### src/hdl/rcal_defines.svh
`ifndef RCAL_DEFINES_SVH
`define RCAL_DEFINES_SVH

// ----------------------------------------
// register offsets
// ----------------------------------------
`define RCAL_OFS_CTRL    8'h00
`define RCAL_OFS_ALRM    8'h04
`define RCAL_OFS_TIME    8'h08

// ----------------------------------------
// control fields
// ----------------------------------------
`define RCAL_C_CAL_HI    25
`define RCAL_C_CAL_LO    16
`define RCAL_C_ON        15
`define RCAL_C_SEL_HI    10
`define RCAL_C_SEL_LO    9
`define RCAL_C_OSEL_HI   8
`define RCAL_C_OSEL_LO   7
`define RCAL_C_RUN       6
`define RCAL_C_WREN      3
`define RCAL_C_VSYNC     2
`define RCAL_C_HALF      1
`define RCAL_C_OE        0

// ----------------------------------------
// alarm control fields
// ----------------------------------------
`define RCAL_A_ON        15
`define RCAL_A_CHIME     14
`define RCAL_A_PIV       13
`define RCAL_A_SYNC      12
`define RCAL_A_MASK_HI   11
`define RCAL_A_MASK_LO   8
`define RCAL_A_RPT_HI    7
`define RCAL_A_RPT_LO    0

// ----------------------------------------
// codes
// ----------------------------------------
`define RCAL_SRC_INT     2'h0
`define RCAL_SRC_EXT     2'h1
`define RCAL_OUT_ALRM    2'h0
`define RCAL_OUT_SEC     2'h1
`define RCAL_OUT_CLK     2'h2
`define RCAL_IV_HALF     4'h0
`define RCAL_IV_SEC      4'h1
`define RCAL_IV_10S      4'h2
`define RCAL_IV_MIN      4'h3
`define RCAL_IV_10M      4'h4
`define RCAL_IV_HOUR     4'h5
`define RCAL_IV_DAY      4'h6
`define RCAL_IV_WEEK     4'h7
`define RCAL_IV_MONTH    4'h8
`define RCAL_IV_YEAR     4'h9

// ----------------------------------------
// reset values and timing
// ----------------------------------------
`define RCAL_CAL_RST     10'h000
`define RCAL_RPT_RST     8'h00
`define RCAL_TIME_RST    24'h000000
`define RCAL_DIG_LIM     16'h5959
`define RCAL_HR_LAST     8'h23
`define RCAL_PRE_HALF    14'h3fff
`define RCAL_SYNC_GUARD  32
`define RCAL_CLK_NS      10
`define RCAL_TK_STALL_NS 40000
`define RCAL_TK_STALL_CYC (`RCAL_TK_STALL_NS / `RCAL_CLK_NS)

`endif

### src/hdl/rcal_pkg.sv
package rcal_pkg;
  typedef logic [3:0] rcal_bcd_t;
  typedef struct packed {
    rcal_bcd_t hr_t;
    rcal_bcd_t hr_o;
    rcal_bcd_t min_t;
    rcal_bcd_t min_o;
    rcal_bcd_t sec_t;
    rcal_bcd_t sec_o;
  } rcal_time_t;
endpackage

### src/hdl/rcal_tick_if.sv
interface rcal_tick_if;
  logic half_tick;
  logic sec_tick;
  logic half_flag;
  logic near_half;
  logic tk_lvl;
  logic running;
  logic min_tick;
  logic restart;
  modport pre (output half_tick, sec_tick, half_flag, near_half, tk_lvl, running,
               input min_tick, restart);
  modport cnt (input sec_tick, output min_tick);
  modport top (input half_tick, sec_tick, half_flag, near_half, tk_lvl, running, min_tick,
               output restart);
endinterface

### src/hdl/rcal_core.sv
// Implementation choices: the address map and the strobed register port.
`include "rcal_defines.svh"

module rcal_core
  import rcal_pkg::*;
(
  input  wire logic        core_clk,
  input  wire logic        arst_n,
  input  wire logic        ce,
  input  wire logic        sys_rst,
  input  wire logic        sys_unlock,
  input  wire logic        ext_osc,
  input  wire logic        int_osc,
  input  wire logic [7:0]  addr,
  input  wire logic [31:0] wdata,
  input  wire logic        wr,
  input  wire logic        rd,
  output logic      [31:0] rdata,
  input  rcal_time_t       alarm_time,
  input  wire logic        alarm_date_hit,
  output logic             rtc_pin,
  output logic             rtc_pin_oe,
  output logic             alarm_evt
);
  rcal_tick_if tk ();

  logic        on_ff;
  logic [1:0]  sel_ff;
  logic [1:0]  osel_ff;
  logic        oe_ff;
  logic        wren_ff;
  logic [9:0]  cal_ff;
  logic        aon_ff;
  logic        chime_ff;
  logic        pulse_ff;
  logic [3:0]  mask_ff;
  logic [7:0]  rpt_ff;
  logic [31:0] rdata_ff;
  logic        pin_ff;
  logic        pin_oe_ff;
  logic        evt_ff;
  logic        half_d_ff;
  logic        sec_d_ff;
  logic        wr_ctrl;
  logic        wr_alrm;
  logic        wr_time;
  logic        time_ld;
  logic        vsync;
  logic        hit;
  logic        evt;
  logic        m_s1;
  logic        m_s;
  logic        m_m1;
  logic        m_m;
  logic        m_h;
  logic        pin_sel;
  logic [31:0] rd_mux;
  rcal_time_t  time_q;

  // ----------------------------------------
  // submodules
  // ----------------------------------------
  rcal_prescaler u_pre (
    .core_clk (core_clk),
    .arst_n   (arst_n),
    .ce       (ce),
    .ext_osc  (ext_osc),
    .int_osc  (int_osc),
    .on       (on_ff),
    .src_sel  (sel_ff),
    .cal      (cal_ff),
    .tk       (tk.pre)
  );

  rcal_timecount u_time (
    .core_clk (core_clk),
    .arst_n   (arst_n),
    .ce       (ce),
    .tk       (tk.cnt),
    .ld       (time_ld),
    .ld_time  (rcal_time_t'(wdata[31:8])),
    .time_q   (time_q)
  );

  // ----------------------------------------
  // register decode
  // ----------------------------------------
  assign wr_ctrl = wr && addr == `RCAL_OFS_CTRL;
  assign wr_alrm = wr && addr == `RCAL_OFS_ALRM;
  assign wr_time = wr && addr == `RCAL_OFS_TIME;
  assign time_ld = wr_time & wren_ff;
  assign tk.restart = time_ld;
  assign vsync = tk.near_half & tk.half_flag;

  // ----------------------------------------
  // control register
  // ----------------------------------------
  // only power-on reset clears these; sys_rst does not
  always_ff @(posedge core_clk or negedge arst_n) begin
    if (!arst_n) begin
      on_ff <= 1'b0;
      sel_ff <= `RCAL_SRC_INT;
      osel_ff <= `RCAL_OUT_ALRM;
      oe_ff <= 1'b0;
      wren_ff <= 1'b0;
      cal_ff <= `RCAL_CAL_RST;
    end else if (ce && wr_ctrl) begin
      cal_ff <= wdata[`RCAL_C_CAL_HI:`RCAL_C_CAL_LO];
      sel_ff <= wdata[`RCAL_C_SEL_HI:`RCAL_C_SEL_LO];
      osel_ff <= wdata[`RCAL_C_OSEL_HI:`RCAL_C_OSEL_LO];
      oe_ff <= wdata[`RCAL_C_OE];
      // unlock needs system sequence to set
      wren_ff <= wdata[`RCAL_C_WREN] & (wren_ff | sys_unlock);
      if (wren_ff) begin
        on_ff <= wdata[`RCAL_C_ON];
      end
    end
  end

  // ----------------------------------------
  // alarm match
  // ----------------------------------------
  always_ff @(posedge core_clk or negedge arst_n) begin
    if (!arst_n) begin
      half_d_ff <= 1'b0;
      sec_d_ff <= 1'b0;
    end else if (ce) begin
      half_d_ff <= tk.half_tick;
      sec_d_ff <= tk.sec_tick;
    end
  end

  // compare one cycle after the tick, once the time has advanced
  assign m_s1 = time_q.sec_o == alarm_time.sec_o;
  assign m_s = m_s1 && time_q.sec_t == alarm_time.sec_t;
  assign m_m1 = m_s && time_q.min_o == alarm_time.min_o;
  assign m_m = m_m1 && time_q.min_t == alarm_time.min_t;
  assign m_h = m_m && time_q.hr_o == alarm_time.hr_o && time_q.hr_t == alarm_time.hr_t;

  always_comb begin
    case (mask_ff)
      `RCAL_IV_HALF:  hit = half_d_ff;
      `RCAL_IV_SEC:   hit = sec_d_ff;
      `RCAL_IV_10S:   hit = sec_d_ff & m_s1;
      `RCAL_IV_MIN:   hit = sec_d_ff & m_s;
      `RCAL_IV_10M:   hit = sec_d_ff & m_m1;
      `RCAL_IV_HOUR:  hit = sec_d_ff & m_m;
      `RCAL_IV_DAY:   hit = sec_d_ff & m_h;
      `RCAL_IV_WEEK,
      `RCAL_IV_MONTH,
      `RCAL_IV_YEAR:  hit = sec_d_ff & m_h & alarm_date_hit;
      default:        hit = 1'b0;
    endcase
  end

  assign evt = on_ff & aon_ff & hit;

  // ----------------------------------------
  // alarm control register
  // ----------------------------------------
  // software write wins over an event in the same cycle
  always_ff @(posedge core_clk or negedge arst_n) begin
    if (!arst_n) begin
      aon_ff <= 1'b0;
      chime_ff <= 1'b0;
      pulse_ff <= 1'b0;
      mask_ff <= `RCAL_IV_HALF;
      rpt_ff <= `RCAL_RPT_RST;
    end else if (ce) begin
      if (wr_alrm) begin
        aon_ff <= wdata[`RCAL_A_ON];
        chime_ff <= wdata[`RCAL_A_CHIME];
        mask_ff <= wdata[`RCAL_A_MASK_HI:`RCAL_A_MASK_LO];
        rpt_ff <= wdata[`RCAL_A_RPT_HI:`RCAL_A_RPT_LO];
        // initial level only while alarm off
        if (!aon_ff) begin
          pulse_ff <= wdata[`RCAL_A_PIV];
        end
      end else if (evt) begin
        pulse_ff <= ~pulse_ff;
        if (rpt_ff != 8'h00) begin
          rpt_ff <= rpt_ff - 8'h01;
        end else if (chime_ff) begin
          rpt_ff <= 8'hff;
        end else begin
          aon_ff <= 1'b0;
        end
      end
    end
  end

  // ----------------------------------------
  // read path
  // ----------------------------------------
  always_comb begin
    rd_mux = 32'h00000000;
    case (addr)
      `RCAL_OFS_CTRL: begin
        rd_mux[`RCAL_C_CAL_HI:`RCAL_C_CAL_LO] = cal_ff;
        rd_mux[`RCAL_C_ON] = on_ff;
        rd_mux[`RCAL_C_SEL_HI:`RCAL_C_SEL_LO] = sel_ff;
        rd_mux[`RCAL_C_OSEL_HI:`RCAL_C_OSEL_LO] = osel_ff;
        rd_mux[`RCAL_C_RUN] = tk.running;
        rd_mux[`RCAL_C_WREN] = wren_ff;
        rd_mux[`RCAL_C_VSYNC] = vsync;
        rd_mux[`RCAL_C_HALF] = tk.half_flag;
        rd_mux[`RCAL_C_OE] = oe_ff;
      end
      `RCAL_OFS_ALRM: begin
        rd_mux[`RCAL_A_ON] = aon_ff;
        rd_mux[`RCAL_A_CHIME] = chime_ff;
        rd_mux[`RCAL_A_PIV] = pulse_ff;
        rd_mux[`RCAL_A_SYNC] = tk.near_half;
        rd_mux[`RCAL_A_MASK_HI:`RCAL_A_MASK_LO] = mask_ff;
        rd_mux[`RCAL_A_RPT_HI:`RCAL_A_RPT_LO] = rpt_ff;
      end
      `RCAL_OFS_TIME: rd_mux = {time_q, 8'h00};
      default:        rd_mux = 32'h00000000;
    endcase
  end

  // data only in the cycle after the read strobe
  always_ff @(posedge core_clk or negedge arst_n) begin
    if (!arst_n) begin
      rdata_ff <= 32'h00000000;
    end else if (ce) begin
      rdata_ff <= (rd && !sys_rst) ? rd_mux : 32'h00000000;
    end
  end

  // ----------------------------------------
  // pin output
  // ----------------------------------------
  // output select
  always_comb begin
    case (osel_ff)
      `RCAL_OUT_CLK:  pin_sel = tk.tk_lvl;
      `RCAL_OUT_SEC:  pin_sel = tk.half_flag;
      `RCAL_OUT_ALRM: pin_sel = pulse_ff;
      default:        pin_sel = 1'b0;
    endcase
  end

  always_ff @(posedge core_clk or negedge arst_n) begin
    if (!arst_n) begin
      pin_ff <= 1'b0;
      pin_oe_ff <= 1'b0;
      evt_ff <= 1'b0;
    end else if (ce) begin
      pin_ff <= oe_ff & pin_sel;
      pin_oe_ff <= oe_ff;
      evt_ff <= evt & ~sys_rst;
    end
  end

  assign rdata = rdata_ff;
  assign rtc_pin = pin_ff;
  assign rtc_pin_oe = pin_oe_ff;
  assign alarm_evt = evt_ff;
endmodule

### src/hdl/rcal_prescaler.sv
`include "rcal_defines.svh"

module rcal_prescaler
  import rcal_pkg::*;
(
  input  wire logic       core_clk,
  input  wire logic       arst_n,
  input  wire logic       ce,
  input  wire logic       ext_osc,
  input  wire logic       int_osc,
  input  wire logic       on,
  input  wire logic [1:0] src_sel,
  input  wire logic [9:0] cal,
  rcal_tick_if.pre        tk
);
  localparam logic [12:0] STALL = 13'(`RCAL_TK_STALL_CYC);

  logic [1:0]  s1_ff;
  logic [1:0]  s2_ff;
  logic        lvl;
  logic        lvl_d_ff;
  logic        osc_edge;
  logic        edge_w;
  logic        roll_w;
  logic [14:0] cnt_ff;
  logic [9:0]  skip_ff;
  logic [12:0] idle_ff;
  logic        half_ff;
  logic        sec_ff;
  logic        run_ff;

  always_ff @(posedge core_clk or negedge arst_n) begin
    if (!arst_n) begin
      s1_ff <= 2'h0;
      s2_ff <= 2'h0;
      lvl_d_ff <= 1'b0;
    end else if (ce) begin
      s1_ff <= {ext_osc, int_osc};
      s2_ff <= s1_ff;
      lvl_d_ff <= lvl;
    end
  end

  always_comb begin
    case (src_sel)
      `RCAL_SRC_INT: lvl = s2_ff[0];
      `RCAL_SRC_EXT: lvl = s2_ff[1];
      default:       lvl = 1'b0;
    endcase
  end

  assign osc_edge = lvl & ~lvl_d_ff;
  assign edge_w = on & osc_edge;
  assign roll_w = edge_w & (skip_ff == 10'h000) & (cnt_ff[13:0] == `RCAL_PRE_HALF);

  always_ff @(posedge core_clk or negedge arst_n) begin
    if (!arst_n) begin
      cnt_ff <= 15'h0000;
      skip_ff <= 10'h000;
    end else if (ce) begin
      if (tk.restart) begin
        cnt_ff <= 15'h0000;
        skip_ff <= 10'h000;
      end else if (on && tk.min_tick && cal != 10'h000) begin
        if (cal[9]) begin
          skip_ff <= 10'h000 - cal;
        end else begin
          cnt_ff <= cnt_ff + {6'h00, cal[8:0]};
        end
      end else if (edge_w) begin
        if (skip_ff != 10'h000) begin
          skip_ff <= skip_ff - 10'h001;
        end else begin
          cnt_ff <= cnt_ff + 15'h0001;
        end
      end
    end
  end

  always_ff @(posedge core_clk or negedge arst_n) begin
    if (!arst_n) begin
      idle_ff <= STALL;
      run_ff <= 1'b0;
      half_ff <= 1'b0;
      sec_ff <= 1'b0;
    end else if (ce) begin
      if (osc_edge) begin
        idle_ff <= 13'h0000;
      end else if (idle_ff != STALL) begin
        idle_ff <= idle_ff + 13'h0001;
      end
      run_ff <= on & (idle_ff != STALL);
      half_ff <= roll_w;
      sec_ff <= roll_w & cnt_ff[14];
    end
  end

  assign tk.half_tick = half_ff;
  assign tk.sec_tick = sec_ff;
  assign tk.running = run_ff;
  assign tk.tk_lvl = lvl_d_ff;
  assign tk.half_flag = cnt_ff[14];
  assign tk.near_half = cnt_ff[13:0] > (`RCAL_PRE_HALF - 14'(`RCAL_SYNC_GUARD));
endmodule

### src/hdl/rcal_timecount.sv
`include "rcal_defines.svh"

module rcal_timecount
  import rcal_pkg::*;
(
  input  wire logic core_clk,
  input  wire logic arst_n,
  input  wire logic ce,
  rcal_tick_if.cnt  tk,
  input  wire logic ld,
  input  rcal_time_t ld_time,
  output rcal_time_t time_q
);
  rcal_time_t  time_ff;
  logic [15:0] lo_w;
  logic [15:0] nxt_lo;
  logic [7:0]  nxt_hr;
  logic [4:0]  cy;
  logic        min_ff;

  assign lo_w = {time_ff.min_t, time_ff.min_o, time_ff.sec_t, time_ff.sec_o};
  assign cy[0] = tk.sec_tick;

  for (genvar i = 0; i < 4; i++) begin : g_dig
    localparam logic [15:0] DIG_LIM = `RCAL_DIG_LIM;
    logic at_lim;
    assign at_lim = lo_w[4*i+:4] == DIG_LIM[4*i+:4];
    assign cy[i+1] = cy[i] & at_lim;
    assign nxt_lo[4*i+:4] = !cy[i] ? lo_w[4*i+:4] :
                            (at_lim ? 4'h0 : lo_w[4*i+:4] + 4'h1);
  end

  always_comb begin
    nxt_hr = {time_ff.hr_t, time_ff.hr_o};
    if (cy[4]) begin
      if (nxt_hr == `RCAL_HR_LAST) begin
        nxt_hr = 8'h00;
      end else if (nxt_hr[3:0] == 4'h9) begin
        nxt_hr = {nxt_hr[7:4] + 4'h1, 4'h0};
      end else begin
        nxt_hr[3:0] = nxt_hr[3:0] + 4'h1;
      end
    end
  end

  always_ff @(posedge core_clk or negedge arst_n) begin
    if (!arst_n) begin
      time_ff <= rcal_time_t'(`RCAL_TIME_RST);
      min_ff <= 1'b0;
    end else if (ce) begin
      if (ld) begin
        time_ff <= ld_time;
      end else if (tk.sec_tick) begin
        time_ff <= rcal_time_t'({nxt_hr, nxt_lo});
      end
      min_ff <= cy[2] & ~ld;
    end
  end

  assign time_q = time_ff;
  assign tk.min_tick = min_ff;
endmodule

### config.mk
export PLATFORM = sky130hd
export DESIGN_NAME = rcal_core
export DESIGN_NICKNAME = d
export VERILOG_FILES = /design/src/hdl/rcal_pkg.sv /design/src/hdl/rcal_tick_if.sv /design/src/hdl/rcal_core.sv /design/src/hdl/rcal_prescaler.sv /design/src/hdl/rcal_timecount.sv
export VERILOG_INCLUDE_DIRS = /design/src /design/src/hdl
export SDC_FILE = /design/constraint.sdc
export NUM_CORES = 1
export LEC_CHECK = 0
export BUFFER_PORTS_ARGS = -buffer_cell sky130_fd_sc_hd__buf_2
export CORE_ASPECT_RATIO = 1.1
export CORE_MARGIN = 2
export CORE_UTILIZATION = 30
export CTS_CLUSTER_DIAMETER = 100
export DETAILED_ROUTE_END_ITERATION = 8
export PLACE_DENSITY = 0.49
export SLEW_MARGIN = 20
export SYNTH_ARGS = -nofsm -noshare
export SYNTH_HDL_FRONTEND = slang
export SYNTH_SLANG_ARGS = --single-unit
### constraint.sdc
create_clock -name core_clk -period 4.6 [get_ports core_clk]
set_input_delay 0.46 -clock core_clk [delete_from_list [all_inputs] [get_ports core_clk]]
set_output_delay 0.46 -clock core_clk [all_outputs]
set_load 0.005 [all_outputs]
==> Word-level counts from Yosys, hierarchy flattened <==
Cells that the tools add are included.
{ "word_totals": {"inputBits": 74, "wordCells": 203, "out_inout_bits": 35, "ff_bits": 140} }
{ "classes": {"bitwise_logic": 29, "n_mux": 47, "eq_ne": 34, "add_sub_neg": 12, "n_reduce_logical": 47, "n_lt_le_gt_ge": 1} }
{ "op_table": {"columns": ["op", "count"], "rows": [
  ["15-bit two-way mux", 5],
  ["10-bit two-way mux", 5],
  ["24-bit two-way mux", 2],
  ["8-bit two-way mux", 6],
  ["4-bit two-way mux", 9],
  ["32-bit two-way mux", 1],
  ["13-bit two-way mux", 2],
  ["4-bit by 1-bit adder with 4-bit output, second input constant", 6],
  ["1-bit bitwise AND", 24],
  ["4-bit by 3-bit equality test with 1-bit output, second input constant", 6],
  ["4-bit equality test", 6],
  ["4-bit equality test, second input constant", 5],
  ["10-bit one-hot mux with 2 select lines", 1],
  ["10-bit nonzero test", 2],
  ["3-bit AND reduction", 6],
  ["4-bit one-hot mux with 2 select lines", 2],
  ["4-bit AND reduction", 4],
  ["15-bit by 1-bit adder with 15-bit output, second input constant", 1],
  ["15-bit by 9-bit adder with 15-bit output", 1],
  ["5-bit one-hot mux with 3 select lines", 1],
  ["14-bit equality test, second input constant", 1],
  ["14-bit greater-than comparator, second input constant", 1],
  ["2-bit nonzero test", 7],
  ["13-bit by 1-bit adder with 13-bit output, second input constant", 1],
  ["other kinds (33)", 65]
]} }

==> Logic depth before layout (Yosys ltp) <==
Gate-level depths: netlist of the first run.
{ "depth": {"ltp_word": 12, "depth_mapped": 15, "mapped_depth_nobuf": 14} }

==> By module <==
From an unflattened synthesis of the first run, not the netlist that was laid out.
{ "hier_totals": {"hier_cells": 890, "area_unflattened_um2": 8232.9} }
{ "by_module_without_submodules": {"columns": ["mod", "instances", "cells_per_inst", "area_per_inst_um2", "seq_area_each_um2"], "rows": [
  ["rcal_core", 1, 385, 3654.8, 1726.7],
  ["rcal_prescaler", 1, 329, 2986.6, 1158.6],
  ["rcal_timecount", 1, 176, 1591.5, 625.6]
]} }

==> Worst setup path before layout of the first run <==
OpenSTA, ideal clock, no wires.
{ "synth_path": {"path_type": "reg2reg", "startpoint": "register cal_ff[0]", "endpoint": "register u_pre.cnt_ff[13]", "arrival_time_ns": 3.390, "setup_time_ns": 0.130, "n_path_buf": 1, "setup_slack_ns": 1.081, "t_required_ns": 4.470, "path_stages_with_launch": 14, "period_less_slack_ns": 3.519, "path_cell_list": "dfrtp_1 > inv_1 > ha_1 > or4b_1 > o31ai_1 > clkbuf_1 > nor2_1 > ha_1 > a211oi_1 > o21bai_1 > a2111oi_0 > o31a_1 > or4_1 > a21oi_1"} }
{ "synth_via": {"elab_chain_len": 4, "elab_cells_between_ends": 10, "cone_classes": "add/sub: 1; eq/ne: 2; mux: 3; reduce/logical: 4"} }
{ "synth_rtl": {"columns": ["element", "line", "rtl"], "rows": [
  ["start: declaration", "rcal_core.sv:32", "logic [9:0] cal_ff;"],
  ["start signal: assignment", "rcal_core.sv:106", "cal_ff <= `RCAL_CAL_RST;"],
  ["start signal: assignment", "rcal_core.sv:108", "cal_ff <= wdata[`RCAL_C_CAL_HI:`RCAL_C_CAL_LO];"],
  ["15-bit by 9-bit adder with 15-bit output or 10-bit nonzero test (tied branches)", "rcal_prescaler.sv:68, rcal_prescaler.sv:64", null],
  ["15-bit two-way mux or 1-bit logical AND (tied branches)", "rcal_prescaler.sv:65, rcal_prescaler.sv:64", null],
  ["15-bit two-way mux (tied with other cells)", "rcal_prescaler.sv:64", "end else if (on && tk.min_tick && cal != 10'h000) begin"],
  ["15-bit two-way mux or 4-bit AND reduction (tied branches)", null, null],
  ["end signal: assignment", "rcal_prescaler.sv:68", "cnt_ff <= cnt_ff + {6'h00, cal[8:0]};"],
  ["end signal: assignment", "rcal_prescaler.sv:74", "cnt_ff <= cnt_ff + 15'h0001;"],
  ["end: declaration", "rcal_prescaler.sv:25", "logic [14:0] cnt_ff;"]
]} }
Parallel ways exist; a longest one is shown, timed or not. The select of a mux whose other input is x is not followed.
A chain may end at the register's enable or synchronous reset.

==> Final worst setup path of the first run <==
{ "layout_path": {"startpoint": "register cal_ff[1]", "endpoint": "register u_pre.cnt_ff[13]"} }
Same word-level chain as after synthesis.

==> results of run 1 <==
layout make-up:
cell class	instances	area, µm²	area share
clock buffer	21	480	0.0499
clock inverter	9	66.3	0.00689
inverter	51	191	0.0199
multi-input combinational	678	4310	0.447
sequential	140	3510	0.365
tap	357	447	0.0464
timing repair buffer	118	622	0.0646
layer usage:
layer,GRT usage,part of all wire,up-vias
li1,-,-,3489
met1,0.254,0.48,3450
met2,0.289,0.47,188
met3,0.0255,0.043,18
met4,0.0498,0.011,0
met5,0,0,-
state kept, by name, indices dropped and copies added, names as in the netlist, 2 cells and up:
register       count
cal_ff            10
mask_ff            4
osel_ff            2
rdata             32
rpt_ff             8
sel_ff             2
u_pre.cnt_ff      15
u_pre.idle_ff     13
u_pre.s1_ff        2
u_pre.s2_ff        2
u_pre.skip_ff     10
u_time.time_q     24
critical path, delay by kind of cell (launching register included):
family	cells	cell delay, ns
adders and majority gates	2	0.57
DFF	1	0.44
AOI/OAI and AO/OA	6	1.77
buffers and inverters	1	0.13
and+or+nand+nor	3	0.89
cell usage after synthesis (7+ instances only):
cell type | number | share of area
o21ai_0 | 72 | 0.044
ha_1 | 19 | 0.029
nor2_1 | 62 | 0.028
xnor2_1 | 21 | 0.022
mux2i_1 | 18 | 0.022
nor4_1 | 12 | 0.0091
and2_1 | 7 | 0.0053
nand4_1 | 12 | 0.0091
or3_1 | 12 | 0.0091
nand2b_1 | 8 | 0.0061
o211ai_1 | 9 | 0.0082
o31ai_1 | 9 | 0.0082
a21oi_1 | 52 | 0.032
xor2_1 | 23 | 0.025
a211oi_1 | 9 | 0.0082
mux2_2 | 13 | 0.018
o2bb2ai_1 | 13 | 0.014
nor2b_1 | 7 | 0.0053
nor3_1 | 21 | 0.013
nand3_1 | 20 | 0.012
clkbuf_1 | 40 | 0.018
dfrtp_1 | 134 | 0.41
a22o_1 | 11 | 0.012
inv_1 | 50 | 0.023
a22oi_1 | 19 | 0.017
a31oi_1 | 7 | 0.0053
nand2_1 | 111 | 0.051
stage by stage:
step,worst slack (ns),instance area (µm²)
final,0.669,9620
after floorplan,1.08,8220
after CTS,0.683,9620
after global placement,0.806,9080
after detailed placement,0.680,9080
after global routing,0.409,9620
kinds of logic (layout without fill, tap and decap cells):
group | after synthesis | count (layout) | synth area share
mux | 31 | 31 | 0.0397
xor+xnor | 44 | 44 | 0.0469
fa+ha+maj | 20 | 20 | 0.0314
flops | 140 | 140 | 0.427
compound gates | 263 | 263 | 0.211
buf+inv | 103 | 199 | 0.0501
simple gates | 320 | 320 | 0.194
path summary, 6_finish.rpt:
| kind | from | endpoint | slack, ns |
|---|---|---|---|
| min in group core_clk | sys_rst | alarm_evt$_DFFE_PN0P_ | 0.21 |
| hold reg to reg | rdata[6]$_DFFE_PN0P_ | rdata[6]$_DFFE_PN0P_ | 0.48 |
| hold / removal | arst_n | u_pre.idle_ff[3]$_DFFE_PN0P_ | 0.08 |
| setup / recovery | cal_ff[1]$_DFFE_PN0P_ | u_pre.cnt_ff[13]$_DFFE_PN0P_ | 0.67 |
| max in group asynchronous | arst_n | half_d_ff$_DFFE_PN0P_ | 3.57 |
| setup reg to reg | cal_ff[1]$_DFFE_PN0P_ | u_pre.cnt_ff[13]$_DFFE_PN0P_ | 0.67 |
power by group through the flow:
stage	Combinational (mW)	Sequential [mW]	Clock, mW
after detailed placement	0.212	1.32	0
after floorplan	0.112	1.31	0
after global placement	0.211	1.32	0
after CTS	0.213	1.30	1.33
after global routing	0.237	1.30	1.38
final	0.208	1.30	1.30
==> flow_summary.toml, run 1 <==
[cts]
clk_latency_ns = 0.44
cts.htree.levels = 4
root_buffer = "clkbuf_16"
clkSinkCount = 140
cts_buffer_depth = 2
postCtsSetupBuffers = 0
numCtsBuffers = 17
post_cts_resized = 0
cts_tree = "done"
clk_pin_slew_ns = 0.06
cts_hold_buf = 0

[worst_setup_path]
worstPathCellList = "inv_1 > ha_1 > or4b_1 > o31a_1 > and2_2 > ha_1 > o21ai_0 > o21bai_1 > a2111oi_0 > o31a_1 > or4_1 > a21oi_1"
start_kind = "register"
path_class = "reg2reg"
worstPathArrival_ns = 4.22
end_kind = "register"
crit_fanout = 11
crit_slowest_cell = "a2111oi_0"
worstPathRequired_ns = 4.89
reg2reg_depth = 12
cpPeakStageDelay_ns = 0.63

[pwr]
pwr-share-comb = 0.074
intPower_mw = 2.08
clockPowerShare = 0.464
power_switching_mw = 0.725
vdd_drop_max_mv = 0.210
switching_share = 0.258
p_seq_frac = 0.462
total_power_mw = 2.81
powerDensity_mw_per_mm2 = 292
p_leak_nw = 4.34

[place]
place_inst = 1344
port_buffers = 108
place_congestion = 0.870
hpwl_um = 18300

[sta]
fin_crit_ns = 3.93
clock_skew_ns = 0.0112
tightest_slew_ns = 0.999
finalHoldViolations = 0
fmax_mhz = 254
period_share = 0.855
rsz0062_at_grt = "no"
relSlewSlack = 0.330
report.final.slew_viol_count = 0
setup_violations = 0
fin_hold_ws_ns = 0.0817
tns_ns = 0

[final_layout]
instances_no_fill = 1374
fin_nets = 1100
layout_common_cells = "dfrtp_1 (134), nand2_1 (111), buf_2 (107)"
fin_util = 0.357
diodes = 0
area_growth_pct = 17.1
fillers = 2825
drive_above_1_share = 0.190
final_common_cell = "dfrtp_1"

[drt]
ant_nets = 0
vias_per_cell = 5.20
firstDrtPassIters = 5
drc = 0
wire_per_inst_um = 18.4
drt_wl_total_um = 25200
drtIter0Drc = 547
num_vias = 7145

[global_route]
grt_pass1_vias = 7068
gr-total-overflow = 0
antenna_found_initial = 0
track_usage = 0.180
grt_max_degree = 81
grt_pass1_wl_um = 40100

[yosys]
syn_area_per_cell_um2 = 8.92
synthCells = 921
synth_edf_count = 0
async_flop_share = 1.00
syn_area_mm2 = 0.00822
yosys_register_bits = 140
syn_nets = 1015
ys.flop_type = "dfrtp_1"
yosys_warnings = 0
netlist-cell-type-count = 79
synth-seq-area-share = 0.427

[floorplanning]
die_w_um = 162
start_util = 0.305
ios = 109
num_rows = 63
core_region_area_mm2 = 0.0270
die_y_um = 178
die-area_mm2 = 0.0287

[status]
run_status = "completed"

[flow_run]
maxCapViolCount = 0

[min_path]
worstHoldPathType = "in2async"
No activity file was read; power rests on OpenSTA's default activity.
==> run 2, diff against run 1 <==
--- a/config.mk
+++ b/config.mk
@@ -13,5 +13,5 @@
 export CTS_CLUSTER_DIAMETER = 100
 export DETAILED_ROUTE_END_ITERATION = 8
-export PLACE_DENSITY = 0.49
+export PLACE_DENSITY_LB_ADDON = 0.05
 export SLEW_MARGIN = 20
 export SYNTH_ARGS = -nofsm -noshare
==> constraint.sdc (replaced) <==
create_clock -name core_clk -period 4.6 [get_ports core_clk]
set_input_delay 0.92 -clock core_clk [delete_from_list [all_inputs] [get_ports core_clk]]
set_output_delay 0.92 -clock core_clk [all_outputs]
set_load 0.005 [all_outputs]
==> flow_summary.toml, run 2 (synthesis results as in run 1) <==
[status]
run_status = "completed"

[sta]
tns_ns = 0
setup_violations = 0
period_share = 0.859
fin_crit_ns = 3.95
report.final.slew_viol_count = 0
fin_hold_ws_ns = 0.487
finalHoldViolations = 0
fmax_mhz = 253
tightest_slew_ns = 0.905
relSlewSlack = 0.394
rsz0062_at_grt = "no"
fin_ws_ns = 0.647
clock_skew_ns = 0.0139

[pwr]
intPower_mw = 2.11
clockPowerShare = 0.478
power_switching_mw = 0.794
p_seq_frac = 0.447
pwr-share-comb = 0.075
powerDensity_mw_per_mm2 = 299
p_leak_nw = 4.38
switching_share = 0.274
vdd_drop_max_mv = 0.173

[drt]
wire_per_inst_um = 19.6
ant_nets = 0
drc = 0
drtIter0Drc = 408
firstDrtPassIters = 5
num_vias = 7276
vias_per_cell = 5.26
drt_wl_total_um = 27000

[cts]
clkSinkCount = 140
clk_pin_slew_ns = 0.07
cts.htree.levels = 4
post_cts_resized = 0
root_buffer = "clkbuf_16"
cts_buffer_depth = 2
numCtsBuffers = 17
cts_hold_buf = 0
cts_tree = "done"
clk_latency_ns = 0.43
postCtsSetupBuffers = 0

[worst_setup_path]
endpoint = "u_pre.cnt_ff[13]$_DFFE_PN0P_"
startpoint = "cal_ff[1]$_DFFE_PN0P_"
path_delay_family = "compound AO/OA/AOI/OAI gates"
start_kind = "register"
cp.depth = 12
worstPathCellList = "inv_1 > ha_1 > or4b_1 > o31a_1 > and2_2 > ha_1 > a211oi_1 > o21bai_1 > a2111oi_0 > o31a_1 > or4_1 > a21oi_1"
rr_endpoint = "u_pre.cnt_ff[13]$_DFFE_PN0P_"
worstPathRequired_ns = 4.89
end_kind = "register"
reg2reg_slack_ns = 0.65
timing.rr.start = "cal_ff[1]$_DFFE_PN0P_"
path_class = "reg2reg"
path_buf_inv = 1
crit_fanout = 11
crit_slowest_cell = "a2111oi_0"
cpPeakStageDelay_ns = 0.70
reg2reg_depth = 12
worstPathArrival_ns = 4.25

[place]
port_buffers = 108
dpl_worst_slack_ns = 0.695
place_congestion = 0.803
hpwl_um = 19500

[global_route]
grt_pass1_vias = 7268
grt_pass1_wl_um = 42700
gr-total-overflow = 0
grt_use_met1 = 0.285
track_usage = 0.193
grt_use_met3 = 0.0299
busiest_layer = "met2"
globalRouteMet2Util = 0.298
grt_max_degree = 80
antenna_found_initial = 0

[final_layout]
drive_above_1_share = 0.195
largest_reg_flops = 32
area_growth_pct = 18.1
layout_common_cells = "dfrtp_1 (134), nand2_1 (111), buf_2 (107)"
fin_nets = 1106
fin_util = 0.360
diodes = 0
final_common_cell = "dfrtp_1"

[floorplanning]
die_w_um = 162
num_rows = 63
die-area_mm2 = 0.0287
die_y_um = 178
start_util = 0.305
ios = 109
core_region_area_mm2 = 0.0270

[min_path]
holdPathStages = 1
worstHoldPathType = "reg2reg"

[flow_run]
maxCapViolCount = 0
-- run 2: changes by cell type in the layout (fill, tap and decap cells not counted), sizes merged --
cell / previous run / this run
buf: 118 / 124
bufinv: 0 / 1
clkbuf: 21 / 17
clkinv: 5 / 1
clkinvlp: 4 / 5
inv: 51 / 59
-- run 2: final cells by class --
type	count	area [µm²]
clock inverters	15	154
inverters	51	191
multi-input cells	678	4300
clock buffers	17	425
repair buffers	124	679
flip-flops and latches	140	3510
fillers	2866	17300
well taps	357	447
-- run 2: worst min-delay path by stage --
stage / startpoint / end
after CTS: rdata[2]$_DFFE_PN0P_ / rdata[2]$_DFFE_PN0P_
after global routing: rdata[2]$_DFFE_PN0P_ / rdata[2]$_DFFE_PN0P_
after detailed placement: alarm_evt$_DFFE_PN0P_ / alarm_evt$_DFFE_PN0P_
after global placement: alarm_evt$_DFFE_PN0P_ / alarm_evt$_DFFE_PN0P_
after floorplan: u_pre.idle_ff[11]$_DFFE_PN1P_ / u_pre.idle_ff[11]$_DFFE_PN1P_
final: rdata[2]$_DFFE_PN0P_ / rdata[2]$_DFFE_PN0P_
-- run 2: per-stage QoR --
stage,total power [mW],area [µm²],cells
floorplan,1.42,8220,921
global placement,1.54,9130,1350
detailed placement,1.54,9130,1350
CTS,2.95,9710,1382
global route,3.03,9710,1382
finish,2.90,9710,1382
-- run 2: metal layers --
metal	routed length, µm	vias up	part of all wire
li1	-	3513	-
met1	13700	3595	0.51
met2	12200	155	0.45
met3	934	13	0.035
met4	212	0	0.0078
met5	0	-	0
-- run 2: power by group through the flow --
| stage | sequential (mW) | combinational [mW] | clock, mW |
|---|---|---|---|
| after detailed placement | 1.32 | 0.220 | 0 |
| after global routing | 1.30 | 0.246 | 1.49 |
| after global placement | 1.32 | 0.220 | 0 |
| final | 1.30 | 0.217 | 1.39 |
| after CTS | 1.30 | 0.220 | 1.43 |
| after floorplan | 1.31 | 0.112 | 0 |
==> run 3, diff against run 2 <==
- ABC_AREA: not set -> 1
==> flow_summary.toml, run 3 <==
[yosys]
netlist-cell-type-count = 51
synth_top_area_share = 0.400
yosysMostFrequentCell = "nand2_1"
async_flop_share = 1.00
synth_common_cells = "nand2_1 (282), inv_1 (153), dfrtp_1 (134), o21ai_0 (96), nor2_1 (90)"
yosys.area.top_type = "dfrtp_1"
syn_area_mm2 = 0.00839
synthCells = 1110
synth-seq-area-share = 0.419
synth.area.top_cells = "dfrtp_1 (40%), nand2_1 (13%), inv_1 (6.8%)"
synth_edf_count = 0
syn_nets = 1204
yosys_warnings = 0
syn_area_per_cell_um2 = 7.56
ys.flop_type = "dfrtp_1"
yosys_register_bits = 140

[cts]
root_buffer = "clkbuf_16"
cts_buffer_depth = 2
clkSinkCount = 140
cts.htree.levels = 4
post_cts_resized = 0
cts_hold_buf = 0
numCtsBuffers = 17
clk_latency_ns = 0.42
clk_pin_slew_ns = 0.06
postCtsSetupBuffers = 0
cts_tree = "done"

[global_route]
gr-total-overflow = 0
antenna_found_initial = 0
grt_pass1_wl_um = 44200
grt_pass1_vias = 7673
track_usage = 0.199
grt_max_degree = 83

[final_layout]
multi_input_comb_area_mm2 = 0.00418
largest_reg_flops = 32
instances_no_fill = 1600
diodes = 0
area_growth_pct = 18.6
fin_nets = 1318
drive_above_1_share = 0.150
finalInstanceArea_mm2 = 0.00994
fillers = 2968
final_common_cell = "nand2_1"
layout_common_cells = "nand2_1 (282), inv_1 (152), dfrtp_1 (134)"
fin_util = 0.360
seq_area_mm2 = 0.00351

[sta]
relSlewSlack = 0.321
period_share = 0.763
clock_skew_ns = 0.00872
finalHoldViolations = 0
setup_violations = 0
fmax_mhz = 285
fin_hold_ws_ns = 0.466
fin_ws_ns = 1.09
rsz0062_at_grt = "no"
tightest_slew_ns = 1.02
fin_crit_ns = 3.51
tns_ns = 0
report.final.slew_viol_count = 0

[floorplanning]
die_y_um = 179
die-area_mm2 = 0.0293
die_w_um = 163
start_util = 0.304
ios = 109
core_region_area_mm2 = 0.0276
num_rows = 64

[pwr]
powerDensity_mw_per_mm2 = 333
p_leak_nw = 5.02
intPower_mw = 2.32
total_power_mw = 3.31
clockPowerShare = 0.422
pwr-share-comb = 0.153
power_switching_mw = 0.997
switching_share = 0.301
vdd_drop_max_mv = 0.196
p_seq_frac = 0.425

[worst_setup_path]
end_kind = "register"
path_class = "reg2reg"
worstPathRequired_ns = 4.90
crit_fanout = 4
worstPathArrival_ns = 3.81
start_kind = "register"

[min_path]
worstHoldPathType = "reg2reg"

[drt]
vias_per_cell = 4.77
ant_nets = 0
firstDrtPassIters = 5
drt_wl_total_um = 28100
num_vias = 7631
drc = 0
drtIter0Drc = 440
wire_per_inst_um = 17.6

[place]
place_congestion = 0.850
port_buffers = 108
hpwl_um = 21400
placed_cell_area_mm2 = 0.00937
place_inst = 1568
dpl_worst_slack_ns = 1.10

[status]
run_status = "completed"

[flow_run]
maxCapViolCount = 0
[run 3: final timing paths]
check                           cells after the start                    from  slack (ns)                            to
worst max-delay path                               24   cal_ff[0]$_DFFE_PN0P_        1.09  u_pre.cnt_ff[14]$_DFFE_PN0P_
worst min-delay path                                2  rtc_pin_oe$_DFFE_PN0P_        0.47        rtc_pin_oe$_DFFE_PN0P_
worst max register to register                     24   cal_ff[0]$_DFFE_PN0P_        1.09  u_pre.cnt_ff[14]$_DFFE_PN0P_
worst min register to register                      2  rtc_pin_oe$_DFFE_PN0P_        0.47        rtc_pin_oe$_DFFE_PN0P_
max in group asynchronous                           2                  arst_n        3.14  u_pre.idle_ff[5]$_DFFE_PN1P_
min in group asynchronous                           1                  arst_n        0.57        mask_ff[1]$_DFFE_PN0P_
[run 3: power groups by stage]
stage	clock network [mW]	logic (mW)	registers (mW)
global route	1.48	0.591	1.42
CTS	1.43	0.516	1.41
global placement	0	0.515	1.43
floorplan	0	0.347	1.41
detailed placement	0	0.514	1.43
finish	1.40	0.507	1.41
[run 3: logic make-up after synthesis]
kind of cell	after synthesis	share of synthesized area
mux	4	0.00477
flops	140	0.419
buf+inv	181	0.0838
simple gates	495	0.257
xor+xnor	42	0.0439
fa+ha+maj	20	0.0307
compound gates	228	0.161
[run 3: per-layer routing]
metal  routed length [µm]  vias to the layer above  GRT usage
li1                     -                     3879          -
met1                13300                     3617      0.265
met2                13700                      110      0.342
met3                  559                       25     0.0223
met4                  512                        0     0.0594
met5                    0                        -          0
[run 3: layout make-up]
cell class	count	area share
Clock buffer	19	0.0435
Clock inverter	13	0.0145
Inverter	158	0.0596
Multi-Input combinational cell	789	0.420
Sequential cell	140	0.353
Tap cell	363	0.0457
Timing Repair Buffer	118	0.0638
[run 3: worst max-delay path: stages, from the launching register on]
cell      delay [ns]
dfrtp_1         0.40
inv_1           0.10
ha_1            0.21
nand2_2         0.08
nor2_4          0.10
nand4_1         0.10
or2_4           0.27
o21bai_4        0.12
nor2_1          0.05
inv_1           0.08
ha_1            0.17
inv_1           0.06
fa_1            0.39
inv_1           0.07
a21oi_1         0.07
o21ai_0         0.39
inv_1           0.08
nor2_1          0.13
o21ai_0         0.09
nand2_1         0.10
nand3_1         0.09
nand2_1         0.09
nand2_1         0.05
nand3_1         0.06
o21ai_1         0.05
